==> src/verilog/dfs_defs.vh <==
// Overview of operation
// - A 24-bit phase accumulator updates once per reference clock cycle.
// - Each stored frequency setting is 22 bits and enters the 24-bit word with two zero MSBs.
// - The mode pin selects the mode0 or mode1 frequency setting as the frequency word.
// - Bit 16 of the mode1 control word at zero selects FSK and applies the 8-bit deviation.
// - With FSK, transmit data low leaves the setting unchanged; high adds four times deviation.
// - Frequency settings stay unchanged through standby.
// - The feedback divide ratio is 256 or 512, chosen by a mode1 control word bit.
// - The acquisition pump gain comes from a three-bit field of the mode1 control word.
// - The acquisition pump is enabled only while the loop is unlocked.
`ifndef DFS_DEFS_VH
`define DFS_DEFS_VH
// ----------------------------------------
// Register map (byte address, word index = address / 4)
// ----------------------------------------
`define DFS_ADDR_MODE0_FREQ 4'h0
`define DFS_ADDR_MODE1_FREQ 4'h4
`define DFS_ADDR_MODE1_CTRL 4'h8
`define DFS_ADDR_STATUS 4'hc
// ----------------------------------------
// Mode1 control word fields
// ----------------------------------------
`define DFS_DEV_LSB 0
`define DFS_DEV_MSB 7
`define DFS_GAIN_LSB 8
`define DFS_GAIN_MSB 10
`define DFS_DIV_BIT 11
`define DFS_OSC_EN_BIT 12
`define DFS_MM_BIT 16
`define DFS_CTRL_MASK 32'h0001_1fff
// ----------------------------------------
// Reset values and widths
// ----------------------------------------
`define DFS_FREQ_RST 22'h000000
`define DFS_CTRL_RST 17'h00000
`define DFS_ACC_W 24
`define DFS_FREQ_W 22
`define DFS_DIV_LO 10'h100
`define DFS_DIV_HI 10'h200
`endif

==> src/verilog/dfs_phase_acc.v <==
`timescale 1ns/1ps
`include "dfs_defs.vh"
module dfs_phase_acc #(
   parameter W = 24
) (
   // Clock and reset
   input wire sys_clk_i,
   input wire srst_i,
   // Frequency word in, phase out
   input wire [W-1:0] freq_word_i,
   output wire [W-1:0] phase_o
);
   reg [W-1:0] phase_r;
   wire [W-1:0] phase_nxt;
   // Plain W-bit add drops the carry, giving natural wrap
   assign phase_nxt = phase_r + freq_word_i;
   always @(posedge sys_clk_i) begin
      if (srst_i) begin
         phase_r <= {W{1'b0}};
      end else begin
         phase_r <= phase_nxt;
      end
   end
   assign phase_o = phase_r;
endmodule // dfs_phase_acc

==> src/verilog/dfs_sync2.v <==
`timescale 1ns/1ps
module dfs_sync2 (
   // Clock and reset
   input wire sys_clk_i,
   input wire srst_i,
   // Async level in, synced out
   input wire async_i,
   output wire sync_o
);
   reg meta_r;
   reg sync_r;
   always @(posedge sys_clk_i) begin
      if (srst_i) begin
         meta_r <= 1'b0;
         sync_r <= 1'b0;
      end else begin
         meta_r <= async_i;
         sync_r <= meta_r;
      end
   end
   assign sync_o = sync_r;
endmodule // dfs_sync2

==> src/verilog/dfs_synth_ctrl.v <==
`timescale 1ns/1ps
`include "dfs_defs.vh"
module dfs_synth_ctrl (
   // Clock and reset
   input wire sys_clk_i,
   input wire srst_i,
   // Register port
   input wire [3:0] reg_addr_i,
   input wire [31:0] reg_wdata_i,
   input wire reg_wr_i,
   input wire reg_rd_i,
   output wire [31:0] reg_rdata_o,
   // Device pins
   input wire mode_sel_i,
   input wire tx_data_i,
   input wire pll_locked_i,
   input wire standby_i,
   // Synthesizer outputs
   output wire [23:0] phase_o,
   output wire [23:0] freq_word_o,
   output wire [9:0] fb_divide_o,
   output wire acquisition_pump_output_o,
   output wire [2:0] acq_pump_gain_o,
   output wire oscillator_enable_bit_o,
   output wire fsk_active_o
);
   // ----------------------------------------
   // Pin synchronisers
   // ----------------------------------------
   wire mode_s;
   wire tx_s;
   wire lock_s;
   dfs_sync2 u_sync_mode (
      .sys_clk_i(sys_clk_i),
      .srst_i(srst_i),
      .async_i(mode_sel_i),
      .sync_o(mode_s)
   );
   dfs_sync2 u_sync_tx (
      .sys_clk_i(sys_clk_i),
      .srst_i(srst_i),
      .async_i(tx_data_i),
      .sync_o(tx_s)
   );
   dfs_sync2 u_sync_lock (
      .sys_clk_i(sys_clk_i),
      .srst_i(srst_i),
      .async_i(pll_locked_i),
      .sync_o(lock_s)
   );
   // ----------------------------------------
   // Registers
   // ----------------------------------------
   reg [21:0] mode0_freq_setting_r;
   reg [21:0] mode1_freq_setting_r;
   reg [16:0] ctrl_r;
   reg [31:0] rdata_r;
   reg [31:0] rdata_nxt;
   // Standby is not a write term: settings survive it untouched
   always @(posedge sys_clk_i) begin
      if (srst_i) begin
         mode0_freq_setting_r <= `DFS_FREQ_RST;
         mode1_freq_setting_r <= `DFS_FREQ_RST;
         ctrl_r <= `DFS_CTRL_RST;
      end else if (reg_wr_i) begin
         case (reg_addr_i)
            `DFS_ADDR_MODE0_FREQ: begin
               mode0_freq_setting_r <= reg_wdata_i[21:0];
            end
            `DFS_ADDR_MODE1_FREQ: begin
               mode1_freq_setting_r <= reg_wdata_i[21:0];
            end
            `DFS_ADDR_MODE1_CTRL: begin
               ctrl_r <= reg_wdata_i[16:0];
            end
            default: begin
            end
         endcase
      end
   end
   always @* begin
      rdata_nxt = 32'h0000_0000;
      case (reg_addr_i)
         `DFS_ADDR_MODE0_FREQ: rdata_nxt = {10'h000, mode0_freq_setting_r};
         `DFS_ADDR_MODE1_FREQ: rdata_nxt = {10'h000, mode1_freq_setting_r};
         `DFS_ADDR_MODE1_CTRL: rdata_nxt = {15'h0000, ctrl_r};
         `DFS_ADDR_STATUS: rdata_nxt = {28'h0000000, standby_i, fsk_active_o, lock_s, mode_s};
         default: rdata_nxt = 32'h0000_0000;
      endcase
   end
   // Read data stand only in the cycle after the strobe
   always @(posedge sys_clk_i) begin
      if (srst_i) begin
         rdata_r <= 32'h0000_0000;
      end else if (reg_rd_i) begin
         rdata_r <= rdata_nxt;
      end else begin
         rdata_r <= 32'h0000_0000;
      end
   end
   assign reg_rdata_o = rdata_r;
   // ----------------------------------------
   // Frequency word
   // ----------------------------------------
   wire [21:0] sel_freq;
   wire [23:0] base_word;
   wire [7:0] dev;
   wire [23:0] dev_word;
   wire fsk_sel;
   reg [23:0] freq_word_r;
   reg [23:0] freq_word_nxt;
   assign sel_freq = mode_s ? mode1_freq_setting_r : mode0_freq_setting_r;
   assign base_word = {2'b00, sel_freq};
   assign fsk_sel = ~ctrl_r[`DFS_MM_BIT];
   assign dev = ctrl_r[`DFS_DEV_MSB:`DFS_DEV_LSB];
   assign dev_word = {14'h0000, dev, 2'b00};
   // Word is registered so the accumulator sees a clean, glitch-free step
   always @* begin
      freq_word_nxt = base_word;
      if (fsk_sel && tx_s) begin
         freq_word_nxt = base_word + dev_word;
      end
   end
   always @(posedge sys_clk_i) begin
      if (srst_i) begin
         freq_word_r <= 24'h000000;
      end else begin
         freq_word_r <= freq_word_nxt;
      end
   end
   assign freq_word_o = freq_word_r;
   assign fsk_active_o = fsk_sel;
   dfs_phase_acc #(
      .W(`DFS_ACC_W)
   ) u_acc (
      .sys_clk_i(sys_clk_i),
      .srst_i(srst_i),
      .freq_word_i(freq_word_r),
      .phase_o(phase_o)
   );
   // ----------------------------------------
   // Loop controls
   // ----------------------------------------
   reg pump_en_r;
   reg [9:0] div_r;
   always @(posedge sys_clk_i) begin
      if (srst_i) begin
         pump_en_r <= 1'b0;
         div_r <= `DFS_DIV_LO;
      end else begin
         pump_en_r <= ~lock_s;
         div_r <= ctrl_r[`DFS_DIV_BIT] ? `DFS_DIV_HI : `DFS_DIV_LO;
      end
   end
   assign acquisition_pump_output_o = pump_en_r;
   assign fb_divide_o = div_r;
   assign acq_pump_gain_o = ctrl_r[`DFS_GAIN_MSB:`DFS_GAIN_LSB];
   // Set to 0 by software when an external oscillator drives the chip
   assign oscillator_enable_bit_o = ctrl_r[`DFS_OSC_EN_BIT];
endmodule // dfs_synth_ctrl
==> config.mk <==
export PLATFORM = sky130hd
export DESIGN_NAME = dfs_synth_ctrl
export DESIGN_NICKNAME = d
export VERILOG_FILES = /design/src/verilog/dfs_phase_acc.v /design/src/verilog/dfs_sync2.v /design/src/verilog/dfs_synth_ctrl.v
export VERILOG_INCLUDE_DIRS = /design/src /design/src/verilog
export SDC_FILE = /design/constraint.sdc
export NUM_CORES = 1
export LEC_CHECK = 0
export BUFFER_PORTS_ARGS = -buffer_cell sky130_fd_sc_hd__buf_2
export CORE_MARGIN = 2
export CORE_UTILIZATION = 50
export DETAILED_ROUTE_END_ITERATION = 6
export PLACE_DENSITY_LB_ADDON = 0.2
export SLEW_MARGIN = 15
export SYNTH_ARGS = -nofsm -noshare
export SYNTH_HDL_FRONTEND = slang
export SYNTH_SLANG_ARGS = --single-unit
==> constraint.sdc <==
create_clock -name sys_clk_i -period 3 [get_ports sys_clk_i]
set_clock_uncertainty 0.15 [all_clocks]
set_input_delay 0.15 -clock sys_clk_i [delete_from_list [all_inputs] [get_ports sys_clk_i]]
set_output_delay 0.15 -clock sys_clk_i [all_outputs]
set_load 0.05 [all_outputs]
======== Yosys cells after proc, flatten, opt, wreduce, memory -nomap -nowiden ========
Cells that the tools add are included.
storage, ports and cells
  bits of input ports ..................... 44
  register bits after elaboration ......... 157
cells by class
  bitwise gates (word level) .............. 4
  reductions and logical operators ........ 7
  $add $sub $neg .......................... 2
  equal/unequal tests ..................... 3
  multiplexer cells ....................... 4
operators by type and width
  kind                                                                    count
  22-bit one-hot mux with 4 select lines                                  1
  22-bit 2-to-1 mux                                                       2
  24-bit by 23-bit adder with 24-bit output                               1
  22-bit by 10-bit adder with 23-bit output                               1
  10-bit 2-to-1 mux                                                       1
  4-bit equality test (second input constant)                             2
  2-bit AND reduction                                                     3
  4-bit by 3-bit equality test with 1-bit output (second input constant)  1
  4-bit logical NOT                                                       1
  1-bit inverter                                                          4
  2-bit OR reduction                                                      2
  1-bit logical AND                                                       1

======== Logic depth before layout (Yosys ltp) ========
Gate-level depths: netlist of the first run.
  depth in word-level cells ............... 4
  mapped depth ............................ 11
  mapped depth without buffers ............ 9

======== Hierarchy ========
From an unflattened synthesis of the first run, not the netlist that was laid out.
second synthesis, totals
  cell total of the unflattened synthesis .. 816
  area, all modules ....................... 6869.1 um2
by module, submodules not included
  module          area an instance (um2)  cells each  sequential area each (um2)  times used
  dfs_synth_ctrl  4807.1                  579         2182.1                      1
  dfs_phase_acc   1904.3                  225         480.5                       1
  dfs_sync2       52.6                    4           40.0                        3

======== Worst setup path before layout of the first run ========
OpenSTA, ideal clock, no wires.
  path kind ............................... flip-flop to flip-flop
  start ................................... reg u_sync_mode.sync_r (netlist: u_sync_mode.sync_o)
  end ..................................... reg freq_word_r[16] (netlist: freq_word_o[16])
  data required time ...................... 2.722 ns
  stages on the path, launching flop included .. 11
  period minus slack after synthesis ...... 2.955 ns
  arrival ................................. 2.677 ns
  setup time .............................. 0.128 ns
  path slack .............................. 0.045 ns
  cells stage by stage .................... dfxtp_1 buf_4 clkbuf_1 mux2_2 ha_1 o21ai_0 a211o_1 nor3_1 nand3_1 xnor2_1 nor2_1
between the ends
  longest elaborated chain between the ends .. 3
ends and longest elaborated chain
  what                                       RTL line              text
  from (decl)                                dfs_sync2.v:11        reg sync_r;
  from (signal assigned)                     dfs_sync2.v:18        sync_r <= meta_r;
  22-bit 2-to-1 mux *                        dfs_synth_ctrl.v:112  assign sel_freq = mode_s ? mode1_freq_setting_r : mode0_freq_setting_r;
  22-bit by 10-bit adder with 23-bit output  dfs_synth_ctrl.v:121  freq_word_nxt = base_word + dev_word;
  22-bit 2-to-1 mux *                        dfs_synth_ctrl.v:120  if (fsk_sel && tx_s) begin
  to (signal assigned)                       dfs_synth_ctrl.v:128  freq_word_r <= freq_word_nxt;
  to (decl)                                  dfs_synth_ctrl.v:110  reg [23:0] freq_word_r;
Every way passes the cells marked *; elsewhere a longest branch is shown, timed or not.
A chain may end at the register's enable or synchronous reset.

======== Final worst setup path of the first run ========
  start ................................... reg u_sync_mode.sync_r (netlist: u_sync_mode.sync_o)
  end ..................................... reg freq_word_r[21] (netlist: freq_word_o[21])
The elaborated chain is that of the path after synthesis.

==> results.md, run 1 <==
* Run status: complete, no violations
* Summed instance area of the synthesized netlist at 0.00663 mm^2
* Startpoint of the lowest-slack hold path: standby_i
* Highest attainable clock frequency at 356 MHz
* Post-synth EDFFs at 0
* WL/cell at 16.0 um
* Max-slew violation count at 0
* Number of vias per cell at 5.55
* Final min period at 2810 ps
* Hold Path End: reg_rdata_o[3]
* DR iter-0 viols at 637
* Input/output buffers at 110
* HPWL Detailed at 12,400 um
* Share of total power in combinational logic at 0.074
* Pre-CTS setup slack at -36.2 ps
* Slew at the pin with the worst max-slew slack at 883 ps
* R2r startpoint: u_sync_mode.sync_o
* Utilization after layout at 0.622
* Final #Nets at 988
* Crit path setup slack, layout at 194 ps
* Fraction of synthesized cell area taken by the top area cell type at 0.420
* CTS clock-pin slew for the worst setup and hold paths at 60 ps
* R2r endpoint: freq_word_o[21]
* Number of I/O pins at 140
* Fraction of final layout cells sized beyond drive strength 1 at 0.203
* Power density relative to cell area at 544 mW/mm^2
* Data required time at the worst endpoint at 3160 ps
* Critical Path AT at 2970 ps
* Avg Synthesized Cell Area at 8.43 um^2
* Final hold slack at 27.3 ps
* Number of failing hold endpoints at the final stage at 0
* Detailed-route via count at 6,102
* Total detailed-routing wirelength at 17,600 um
* Share of flip-flops with an asynchronous set or reset after synthesis at 0
* GR Util All Layers at 0.249
* Dpl cell area at 0.00726 mm^2
* Unrepaired setup endpoints after global routing: false
* ANT nets after route at 0
* Total die area at 0.0142 mm^2
* Distinct cells, synth at 54
* Buffer count from post-CTS setup fixing at 0
* Die width at 119 um
* Post-synthesis register bit count at 139
* Worst setup SP type: flop
* Initial standard-cell utilization of the core at 0.507
* Cell type with the highest aggregate area in the netlist: sky130_fd_sc_hd__dfxtp_1
* Clk_lat worst skew at 420 ps
* Post-route cell area at 0.00815 mm^2
* Vias in the first global route at 5,797
* Register-to-register setup slack at 190 ps
* Maximum VDD drop at 0.371 mV
* Psw at 1.06 mW
* Kind of end point of the critical path: flop
* Clock tree root buffer cell: sky130_fd_sc_hd__clkbuf_16
* Max_cap viols at 0
* Headroom to the max-slew limit at 0.410
* Detailed-router iteration count before antenna repair at 6
* Global placer's final weighted congestion at 0.937
* Highest net fanout along the worst path at 10
* Leakage component of the power at 3.43 nW
* TritonCTS Buffers at 17
* Number of placement rows at 42
* Maximum number of pins on one net before global-route repair at 80
* Number of buffers on the longest clock path at 2
* Ys flop type: sky130_fd_sc_hd__dfxtp_1
* Setup-failing EPs final at 0
* Crit Path Class: reg2reg
* Fill cell total of the finished layout at 1,124
* Cell internal power dissipation at 3.37 mW
* CTS tree: yes
* Number of antenna violations at the first check in global routing at 0
* Sequential cell fraction of total power at 0.428
* Remaining routing DRC violations at 0
* Ranking of synthesized cells by area: sky130_fd_sc_hd__dfxtp_1, sky130_fd_sc_hd__nand2_1, sky130_fd_sc_hd__a21oi_1
* Clock Sink Count at 139
* Relative area change from synthesis to final layout at 22.9%
* Critical Path Source: u_sync_mode.sync_o
* Synthesized instance count at 786
* Std-Cell Core Area at 0.0131 mm^2
* Post-route fraction of the period consumed by the critical path at 0.935
* Global-route wire length before repair at 28,100 um
* Ys Warns at 0
* Number of stages on the worst hold path at 4
* Hold Crit Class: in2reg
* FF-to-FF path depth at 9
* Clock network fraction of total power at 0.498
* Antenna Cells at 0
* Count of H-tree levels built during CTS at 4
* Total grt overflow at 0
* Die Span Y at 119 um
* Switching Fraction at 0.240
* Sequential-to-total area share from yosys stat at 0.420
[power groups by stage]
stage / Clock (mW) / Sequential (mW) / Combinational (mW)
4_1_cts: 2.24 / 1.89 / 0.327
3_5_place_dp: 0 / 1.94 / 0.302
5_1_grt: 2.31 / 1.90 / 0.353
3_3_place_gp: 0 / 1.93 / 0.298
6_report: 2.21 / 1.90 / 0.330
2_1_floorplan: 0 / 1.97 / 0.195
[metal layers]
layer / track usage / vias up / wire, um
met5: 0 / - / 0
met4: 0.121 / 0 / 456
met3: 0.0575 / 36 / 1320
met2: 0.399 / 286 / 8150
met1: 0.315 / 2827 / 7630
li1: - / 2953 / -
[flip-flops by register name, indices dropped and copies added, names as in the netlist, 2 cells and up]
| name | count |
|---|---|
| u_acc.phase_o | 24 |
| freq_word_o | 23 |
| mode0_freq_setting_r | 22 |
| mode1_freq_setting_r | 22 |
| reg_rdata_o | 22 |
| ctrl_r | 17 |
| fb_divide_o | 2 |
[stage by stage]
stage	power (mW)	instances	setup TNS, ps
after floorplan	2.17	804	0
after global placement	2.23	1043	0
after detailed placement	2.24	1043	-36.2
after CTS	4.46	1100	0
after global routing	4.56	1100	0
final	4.43	1100	0
[layout make-up]
type                            count  area [um^2]  share of cell area
Sequential cell                   139         2780               0.342
Clock buffer                       18          429              0.0527
Inverter                            5         18.8             0.00230
Tap cell                          176          220              0.0270
Clock inverter                     14          194              0.0238
Multi-Input combinational cell    598         3580               0.440
Timing Repair Buffer              150          916               0.112
[timing repair]
action	CTS	global route
cloned	0	0
hold buffers	25	0
resized for setup	1	2
pin swaps	0	0
hold endpoints to repair	64	0
setup endpoints to repair	2	9
[layout by cell type (no fill, tap or decap), drive strengths merged, types with 12 or more instances in the layout]
master / n
dlygate4sd3: 25
ha: 31
nand2: 156
dfxtp: 139
clkbuf: 18
xnor2: 15
nor2: 75
xor2: 12
a222oi: 13
o21ai: 19
conb: 19
a21oi: 99
buf: 125
mux2: 22
nor2b: 19
[worst max path at each step]
stage	endpoint	slack, ps	cells past startpoint
2_1_floorplan	freq_word_o[16]	50	10
3_3_place_gp	freq_word_o[20]	120	9
5_1_grt	u_acc.phase_o[18]	30	8
3_5_place_dp	freq_word_o[16]	-40	8
6_report	freq_word_o[21]	190	9
4_1_cts	freq_word_o[20]	10	9
[critical path, cell delays in order, from the launching register on]
cell	delay, ps
sky130_fd_sc_hd__dfxtp_2	460
sky130_fd_sc_hd__mux2_2	400
sky130_fd_sc_hd__ha_1	290
sky130_fd_sc_hd__buf_4	160
sky130_fd_sc_hd__a211oi_1	280
sky130_fd_sc_hd__nand2_1	90
sky130_fd_sc_hd__o2bb2ai_1	350
sky130_fd_sc_hd__nor3_1	160
sky130_fd_sc_hd__and3_1	170
sky130_fd_sc_hd__o21ba_2	180
[synth_stat cells (3+ instances only)]
cell type and n:
sky130_fd_sc_hd__a21oi_1 99, sky130_fd_sc_hd__o211ai_1 3, sky130_fd_sc_hd__mux2i_1 11, sky130_fd_sc_hd__nor2b_1 19, sky130_fd_sc_hd__nand2b_1 4, sky130_fd_sc_hd__nand4_1 4, sky130_fd_sc_hd__buf_4 23, sky130_fd_sc_hd__a211o_1 3
sky130_fd_sc_hd__dfxtp_1 139, sky130_fd_sc_hd__xor2_1 12, sky130_fd_sc_hd__nand3_1 5, sky130_fd_sc_hd__and3_1 5, sky130_fd_sc_hd__nor4_1 5, sky130_fd_sc_hd__xnor2_1 15, sky130_fd_sc_hd__inv_1 5, sky130_fd_sc_hd__o21a_1 7
sky130_fd_sc_hd__nand3b_1 4, sky130_fd_sc_hd__a31oi_1 3, sky130_fd_sc_hd__nand2_1 156, sky130_fd_sc_hd__o21ai_0 19, sky130_fd_sc_hd__a211oi_1 8, sky130_fd_sc_hd__a22oi_1 9, sky130_fd_sc_hd__ha_1 31, sky130_fd_sc_hd__mux2_2 21
sky130_fd_sc_hd__a21o_1 10, sky130_fd_sc_hd__buf_1 4, sky130_fd_sc_hd__buf_2 5, sky130_fd_sc_hd__clkbuf_1 29, sky130_fd_sc_hd__a222oi_1 13, sky130_fd_sc_hd__nor2_1 75, sky130_fd_sc_hd__nor3_1 11
[kinds of logic (layout without fill, tap and decap cells)]
logic type,after synthesis,in the layout,synth area share
other,1,19,0.000566
AOI/OAI and AO/OA,189,189,0.180
and+or+nand+nor,297,297,0.193
muxes,33,33,0.0546
adders and majority gates,33,33,0.0646
buffers and inverters,67,187,0.0521
xor gates and xnor gates,27,27,0.0357
DFF,139,139,0.420
(Power assumes the default switching activity.)
==> run 2: changes to the inputs <==
--- a/config.mk
+++ b/config.mk
@@ -8,7 +8,7 @@
 export LEC_CHECK = 0
 export BUFFER_PORTS_ARGS = -buffer_cell sky130_fd_sc_hd__buf_2
 export CORE_MARGIN = 2
-export CORE_UTILIZATION = 50
+export CORE_UTILIZATION = 55
 export DETAILED_ROUTE_END_ITERATION = 6
 export PLACE_DENSITY_LB_ADDON = 0.2
 export SLEW_MARGIN = 15
==> constraint.sdc (replaced) <==
create_clock -name sys_clk_i -period 3.5 [get_ports sys_clk_i]
set_clock_uncertainty 0.15 [all_clocks]
set_input_delay 0.175 -clock sys_clk_i [delete_from_list [all_inputs] [get_ports sys_clk_i]]
set_output_delay 0.175 -clock sys_clk_i [all_outputs]
set_load 0.05 [all_outputs]
==> results.md, run 2 (synthesized netlist as in run 1, its figures left out) <==
* CTS tree: yes
* Crit Path Class: reg2reg
* Number of buffers on the longest clock path at 2 (unchanged)
* TritonCTS Buffers at 17 (unchanged)
* Unrepaired setup endpoints after global routing: false
* Crit path setup slack, layout at 455 ps (+261 ps)
* Vias in the first global route at 5,722 (-1.3%)
* Clk_lat worst skew at 430 ps (about the same)
* Number of antenna violations at the first check in global routing at 0 (unchanged)
* Buffers and inverters on the worst path at 0 (-1)
* Worst setup SP type: flop
* Input/output buffers at 110 (unchanged)
* ANT nets after route at 0 (unchanged)
* Data required time at the worst endpoint at 3640 ps (+480 ps)
* Die width at 114 um (-4.5%)
* Critical Path AT at 3190 ps (+220 ps)
* Pre-CTS setup slack at 481 ps (+517 ps)
* Headroom to the max-slew limit at 0.403 (-0.00642)
* Utilization after layout at 0.679 (+0.0566)
* CP delay by family, top: simple AND/OR/NAND/NOR gates
* Leading cell types in the layout, fill and taps excluded: sky130_fd_sc_hd__nand2_1, sky130_fd_sc_hd__dfxtp_1, sky130_fd_sc_hd__buf_2
* Kind of end point of the critical path: flop
* Die Span Y at 114 um (-4.5%)
* Remaining routing DRC violations at 0 (unchanged)
* Run status: complete, no violations
* Cells traversed along the worst timing path: mux2_2 -> ha_1 -> o21ai_0 -> a211o_1 -> nor3_1 -> nand3_1 -> xnor2_1 -> nor2_1
* Highest attainable clock frequency at 328 MHz (-7.8%)
* Hold Crit Class: in2reg
* Leakage component of the power at 3.41 nW (-0.70%)
* Relative area change from synthesis to final layout at 21.5%
* Number of I/O pins at 140 (unchanged)
* Final min period at 3040 ps (+239 ps)
* Global placer's final weighted congestion at 0.891 (-4.9%)
* Highest net fanout along the worst path at 9 (-1)
* Final #Nets at 985 (-0.30%)
* Max-slew violation count at 0 (unchanged)
* HPWL Detailed at 12,300 um (-1.0%)
* Post-route fraction of the period consumed by the critical path at 0.870 (-0.0654)
* Count of H-tree levels built during CTS at 4 (unchanged)
* Critical path's largest stage delay at 550 ps (+90 ps)
* Total grt overflow at 0 (unchanged)
* Total Power at 3.74 mW (-16%)
* Initial standard-cell utilization of the core at 0.559 (+0.0523)
* Crit-path slowest cell: sky130_fd_sc_hd__dfxtp_1
* Setup-failing EPs final at 0 (unchanged)
* Final TNS setup at 0 ps (unchanged)
* Clock Sink Count at 139 (unchanged)
* Detailed-router iteration count before antenna repair at 6 (unchanged)
* Detailed-route via count at 6,110 (+0.13%)
* Total die area at 0.0129 mm^2 (-8.8%)
* WL/cell at 16.6 um (+3.8%)
* Final hold slack at 45.6 ps (+18.3 ps)
* Register-to-register setup slack at 460 ps (+260 ps)
* Number of placement rows at 40 (-4.8%)
* Std-Cell Core Area at 0.0119 mm^2 (-9.4%)
* Number of failing hold endpoints at the final stage at 0 (unchanged)
* Slew at the pin with the worst max-slew slack at 887 ps (+4.38 ps)
* Power density relative to cell area at 464 mW/mm^2 (-15%)
* Most common cell after layout, fill and taps aside: sky130_fd_sc_hd__nand2_1
* Number of vias per cell at 5.72 (+3.1%)
* Post-route cell area at 0.00806 mm^2 (-1.1%)
* Antenna Cells at 0 (unchanged)
* DR iter-0 viols at 562 (-12%)
* GR Util All Layers at 0.273 (+0.0243)
* Maximum number of pins on one net before global-route repair at 77 (-3.8%)
* Max reg flops at 24 (unchanged)
* Total detailed-routing wirelength at 17,700 um (+0.80%)
* Instance count after placement with tap cells included at 1,011 (-3.1%)
* Max_cap viols at 0 (unchanged)
* Maximum VDD drop at 0.323 mV (-13%)
* Fraction of final layout cells sized beyond drive strength 1 at 0.195 (-0.00802)
* Clock tree root buffer cell: sky130_fd_sc_hd__clkbuf_16
* Global-route wire length before repair at 27,800 um (-0.98%)
* CTS clock-pin slew for the worst setup and hold paths at 60 ps (about the same)
* Dpl cell area at 0.00720 mm^2 (-0.81%)
* Fin cells at 1,068 (-2.9%)
run 2: cell count changes in the layout (fill, tap and decap cells not counted), moves of 2 or more:
cell,delta
sky130_fd_sc_hd__clkbuf_1,+2
sky130_fd_sc_hd__buf_4,-3
sky130_fd_sc_hd__clkbuf_8,+2
sky130_fd_sc_hd__clkinv_4,-2
run 2: power by group:
part	total [mW]	switching, mW	internal [mW]
sequential	1.62	0.0183	1.61
clock	1.83	0.671	1.16
combinational	0.283	0.198	0.0845
run 2: routing by layer:
| layer | GRT usage | share of wire |
|---|---|---|
| met1 | 0.348 | 0.43 |
| met2 | 0.456 | 0.48 |
| met3 | 0.0521 | 0.070 |
| met4 | 0.113 | 0.021 |
| met5 | 0 | 0 |
run 2: repair_timing:
action | 4_1_cts | 5_1_grt
hold buffers | 25 | 0
buffers inserted | 0 | 0
endpoints found under the hold margin | 64 | 0
gates resized for setup | 0 | 0
run 2: worst register-to-register path, delay by kind of cell, from the launching register on:
kind                     cells  cell delay (ps)
XOR/XNOR                     1              220
multiplexers                 1              420
adder cells (fa/ha/maj)      1              380
AO/OA/AOI/OAI                2              500
AND/OR/NAND/NOR              3              710
flip-flops                   1              550
run 2: layout make-up:
cell class / count / area [um^2]
sequential: 139 / 2780
clock inverter: 10 / 139
fill: 1016 / 3810
multi-input combinational: 598 / 3570
clock buffer: 22 / 464
tap: 147 / 184
timing repair buffer: 147 / 893
inverter: 5 / 18.8
run 2: final timing paths:
path,cells past startpoint,start,endpoint
max,8,u_sync_mode.sync_o,freq_word_o[16]
min,4,standby_i,reg_rdata_o[3]
max reg2reg,8,u_sync_mode.sync_o,freq_word_o[16]
min reg2reg,1,u_sync_lock.sync_o,acquisition_pump_output_o
==> run 3: changes to the inputs <==
--- a/config.mk
+++ b/config.mk
@@ -6,10 +6,9 @@
 export SDC_FILE = /design/constraint.sdc
 export NUM_CORES = 1
 export LEC_CHECK = 0
-export BUFFER_PORTS_ARGS = -buffer_cell sky130_fd_sc_hd__buf_2
-export CORE_MARGIN = 2
 export CORE_UTILIZATION = 55
 export DETAILED_ROUTE_END_ITERATION = 6
+export DONT_BUFFER_PORTS = 1
 export PLACE_DENSITY_LB_ADDON = 0.2
 export SLEW_MARGIN = 15
 export SYNTH_ARGS = -nofsm -noshare
==> results.md, run 3 (synthesized netlist as in run 1, its figures left out) <==
* Run status: complete, but fails checks
* Violated checks: DRC
* Highest net fanout along the worst path at 11 (+2)
* Detailed-router iteration count before antenna repair at 7 (+1)
* CTS tree: yes
* Worst path depth at 9 (+1)
* Max_cap viols at 0 (unchanged)
* DR iter-0 viols at 567 (+0.89%)
* Clk_lat worst skew at 420 ps (about the same)
* CTS clock-pin slew for the worst setup and hold paths at 60 ps (about the same)
* Remaining routing DRC violations at 13 (+13)
* Leading cell types in the layout, fill and taps excluded: sky130_fd_sc_hd__nand2_1, sky130_fd_sc_hd__dfxtp_1, sky130_fd_sc_hd__a21oi_1
* Std-Cell Core Area at 0.0116 mm^2 (-2.5%)
* Initial standard-cell utilization of the core at 0.573 (+0.0143)
* Leakage component of the power at 2.98 nW (-12%)
* Power density relative to cell area at 482 mW/mm^2 (+3.8%)
* Die width at 112 um (-1.8%)
* Number of stages on the worst hold path at 3 (-1)
* Buffer count from post-CTS setup fixing at 0 (unchanged)
* Number of failing hold endpoints at the final stage at 0 (unchanged)
* Share of total power in combinational logic at 0.066 (-0.010)
* Detailed-route via count at 5,763 (-5.7%)
* Unrepaired setup endpoints after global routing: false
* Global-route wire length before repair at 27,700 um (-0.30%)
* Post-route fraction of the period consumed by the critical path at 0.922 (+0.0519)
* Critical path's largest stage delay at 700 ps (+150 ps)
* Count of H-tree levels built during CTS at 4 (unchanged)
* ANT nets after route at 0 (unchanged)
* Antenna Cells at 0 (unchanged)
* Max reg flops at 24 (unchanged)
* Kind of end point of the critical path: flop
* Fraction of final layout cells sized beyond drive strength 1 at 0.110 (-0.0851)
* Post-route cell area at 0.00771 mm^2 (-4.3%)
* Total detailed-routing wirelength at 17,200 um (-2.9%)
* Number of buffers on the longest clock path at 2 (unchanged)
* Number of vias per cell at 5.90 (+3.1%)
* Final #Nets at 898 (-8.8%)
* Vias in the first global route at 5,682 (-0.70%)
* Dpl cell area at 0.00678 mm^2 (-5.9%)
* Global placer's final weighted congestion at 0.875 (-1.8%)
* Clock Sink Count at 139 (unchanged)
* Clock tree root buffer cell: sky130_fd_sc_hd__clkbuf_16
* Setup-failing EPs final at 0 (unchanged)
* Max-slew violation count at 0 (unchanged)
* CP delay by family, top: compound AO/OA/AOI/OAI gates
* Fill cell total of the finished layout at 976 (-3.9%)
* Sequential cell fraction of total power at 0.443 (+0.008)
* Area occupied by registers at 0.00278 mm^2 (unchanged)
* Cell internal power dissipation at 2.82 mW (-1.0%)
* Switching Fraction at 0.240 (+0.00261)
* Relative area change from synthesis to final layout at 16.3%
* Total grt overflow at 0 (unchanged)
* Maximum VDD drop at 0.296 mV (-8.3%)
* Number of antenna violations at the first check in global routing at 0 (unchanged)
* Total die area at 0.0125 mm^2 (-3.5%)
* Maximum number of pins on one net before global-route repair at 124 (+61%)
* Final hold slack at 25.4 ps (-20.3 ps)
* FF-to-FF path depth at 9 (+1)
* Crit-path slowest cell: sky130_fd_sc_hd__dfxtp_1
* Number of I/O pins at 140 (unchanged)
* Critical Path AT at 3370 ps (+180 ps)
* GR Util All Layers at 0.282 (+0.00925)
* Clock network fraction of total power at 0.491 (about the same)
* Worst setup SP type: flop
* Headroom to the max-slew limit at 0.301 (-0.103)
* Most common cell after layout, fill and taps aside: sky130_fd_sc_hd__nand2_1
* Data required time at the worst endpoint at 3640 ps (about the same)
* Hold Crit Class: in2reg
* Final TNS setup at 0 ps (unchanged)
* TritonCTS Buffers at 17 (unchanged)
* Highest attainable clock frequency at 310 MHz (-5.6%)
* WL/cell at 17.6 um (+6.1%)
* Input/output buffers at 0 (-100%)
* Crit Path Class: reg2reg
* Total Power at 3.71 mW (-0.68%)
* Die Span Y at 112 um (-1.8%)
* Buffers and inverters on the worst path at 0 (unchanged)
* HPWL Detailed at 11,900 um (-3.3%)
* Combined area of the multi-input logic cells at 0.00357 mm^2 (unchanged)
* Final min period at 3230 ps (+182 ps)
* Number of placement rows at 39 (-2.5%)
* Cells traversed along the worst timing path: mux2_2 -> ha_1 -> fa_1 -> a211oi_1 -> o211a_1 -> a211o_1 -> nor4_1 -> xor2_1 -> nor2_1
* Psw at 0.891 mW (+0.41%)
* Slew at the pin with the worst max-slew slack at 1050 ps (+159 ps)
[run 3: routing by layer]
metal	routed length (um)	GRT usage	up-vias
li1	-	-	2783
met3	1400	0.0746	42
met5	0	0	-
met1	7390	0.349	2689
met2	7870	0.456	249
met4	520	0.135	0
[run 3: final cells by class]
type	instances	area share
Tap cell	143	0.0232
Timing Repair Buffer	60	0.0705
Sequential cell	139	0.361
Inverter	5	0.00244
Multi-Input combinational cell	598	0.464
Clock inverter	14	0.0221
Clock buffer	18	0.0570
[run 3: metrics by stage]
stage / std cells / setup WS (ps) / util
floorplan: 804 / 545 / -
global placement: 915 / 453 / 0.586
detailed placement: 915 / 354 / 0.586
CTS: 977 / 329 / 0.666
global route: 977 / 161 / 0.666
finish: 977 / 274 / 0.666
[run 3: timing repair]
item                      4_1_cts  5_1_grt
resized for setup               0        0
hold endpoints to repair      123        0
hold buffers                   30        0
[run 3: final timing paths]
check	startpoint	end	slack (ps)
worst max-delay path	u_sync_mode.sync_o	freq_word_o[20]	270
worst min-delay path	reg_addr_i[1]	reg_rdata_o[12]	30
worst max register to register	u_sync_mode.sync_o	freq_word_o[20]	270
worst min register to register	u_sync_tx.meta_r	u_sync_tx.sync_o	290
[run 3: power groups by stage]
stage	clock (mW)	sequential (mW)	combinational, mW
after floorplan	0	1.69	0.167
after global placement	0	1.68	0.181
after detailed placement	0	1.68	0.183
after CTS	1.85	1.64	0.242
after global routing	1.93	1.65	0.262
final	1.82	1.65	0.245
[run 3: tightest hold or removal path, stage by stage]
cell,delay [ps]
sky130_fd_sc_hd__nor4_2,50
sky130_fd_sc_hd__a222oi_1,230
sky130_fd_sc_hd__nor2_1,70
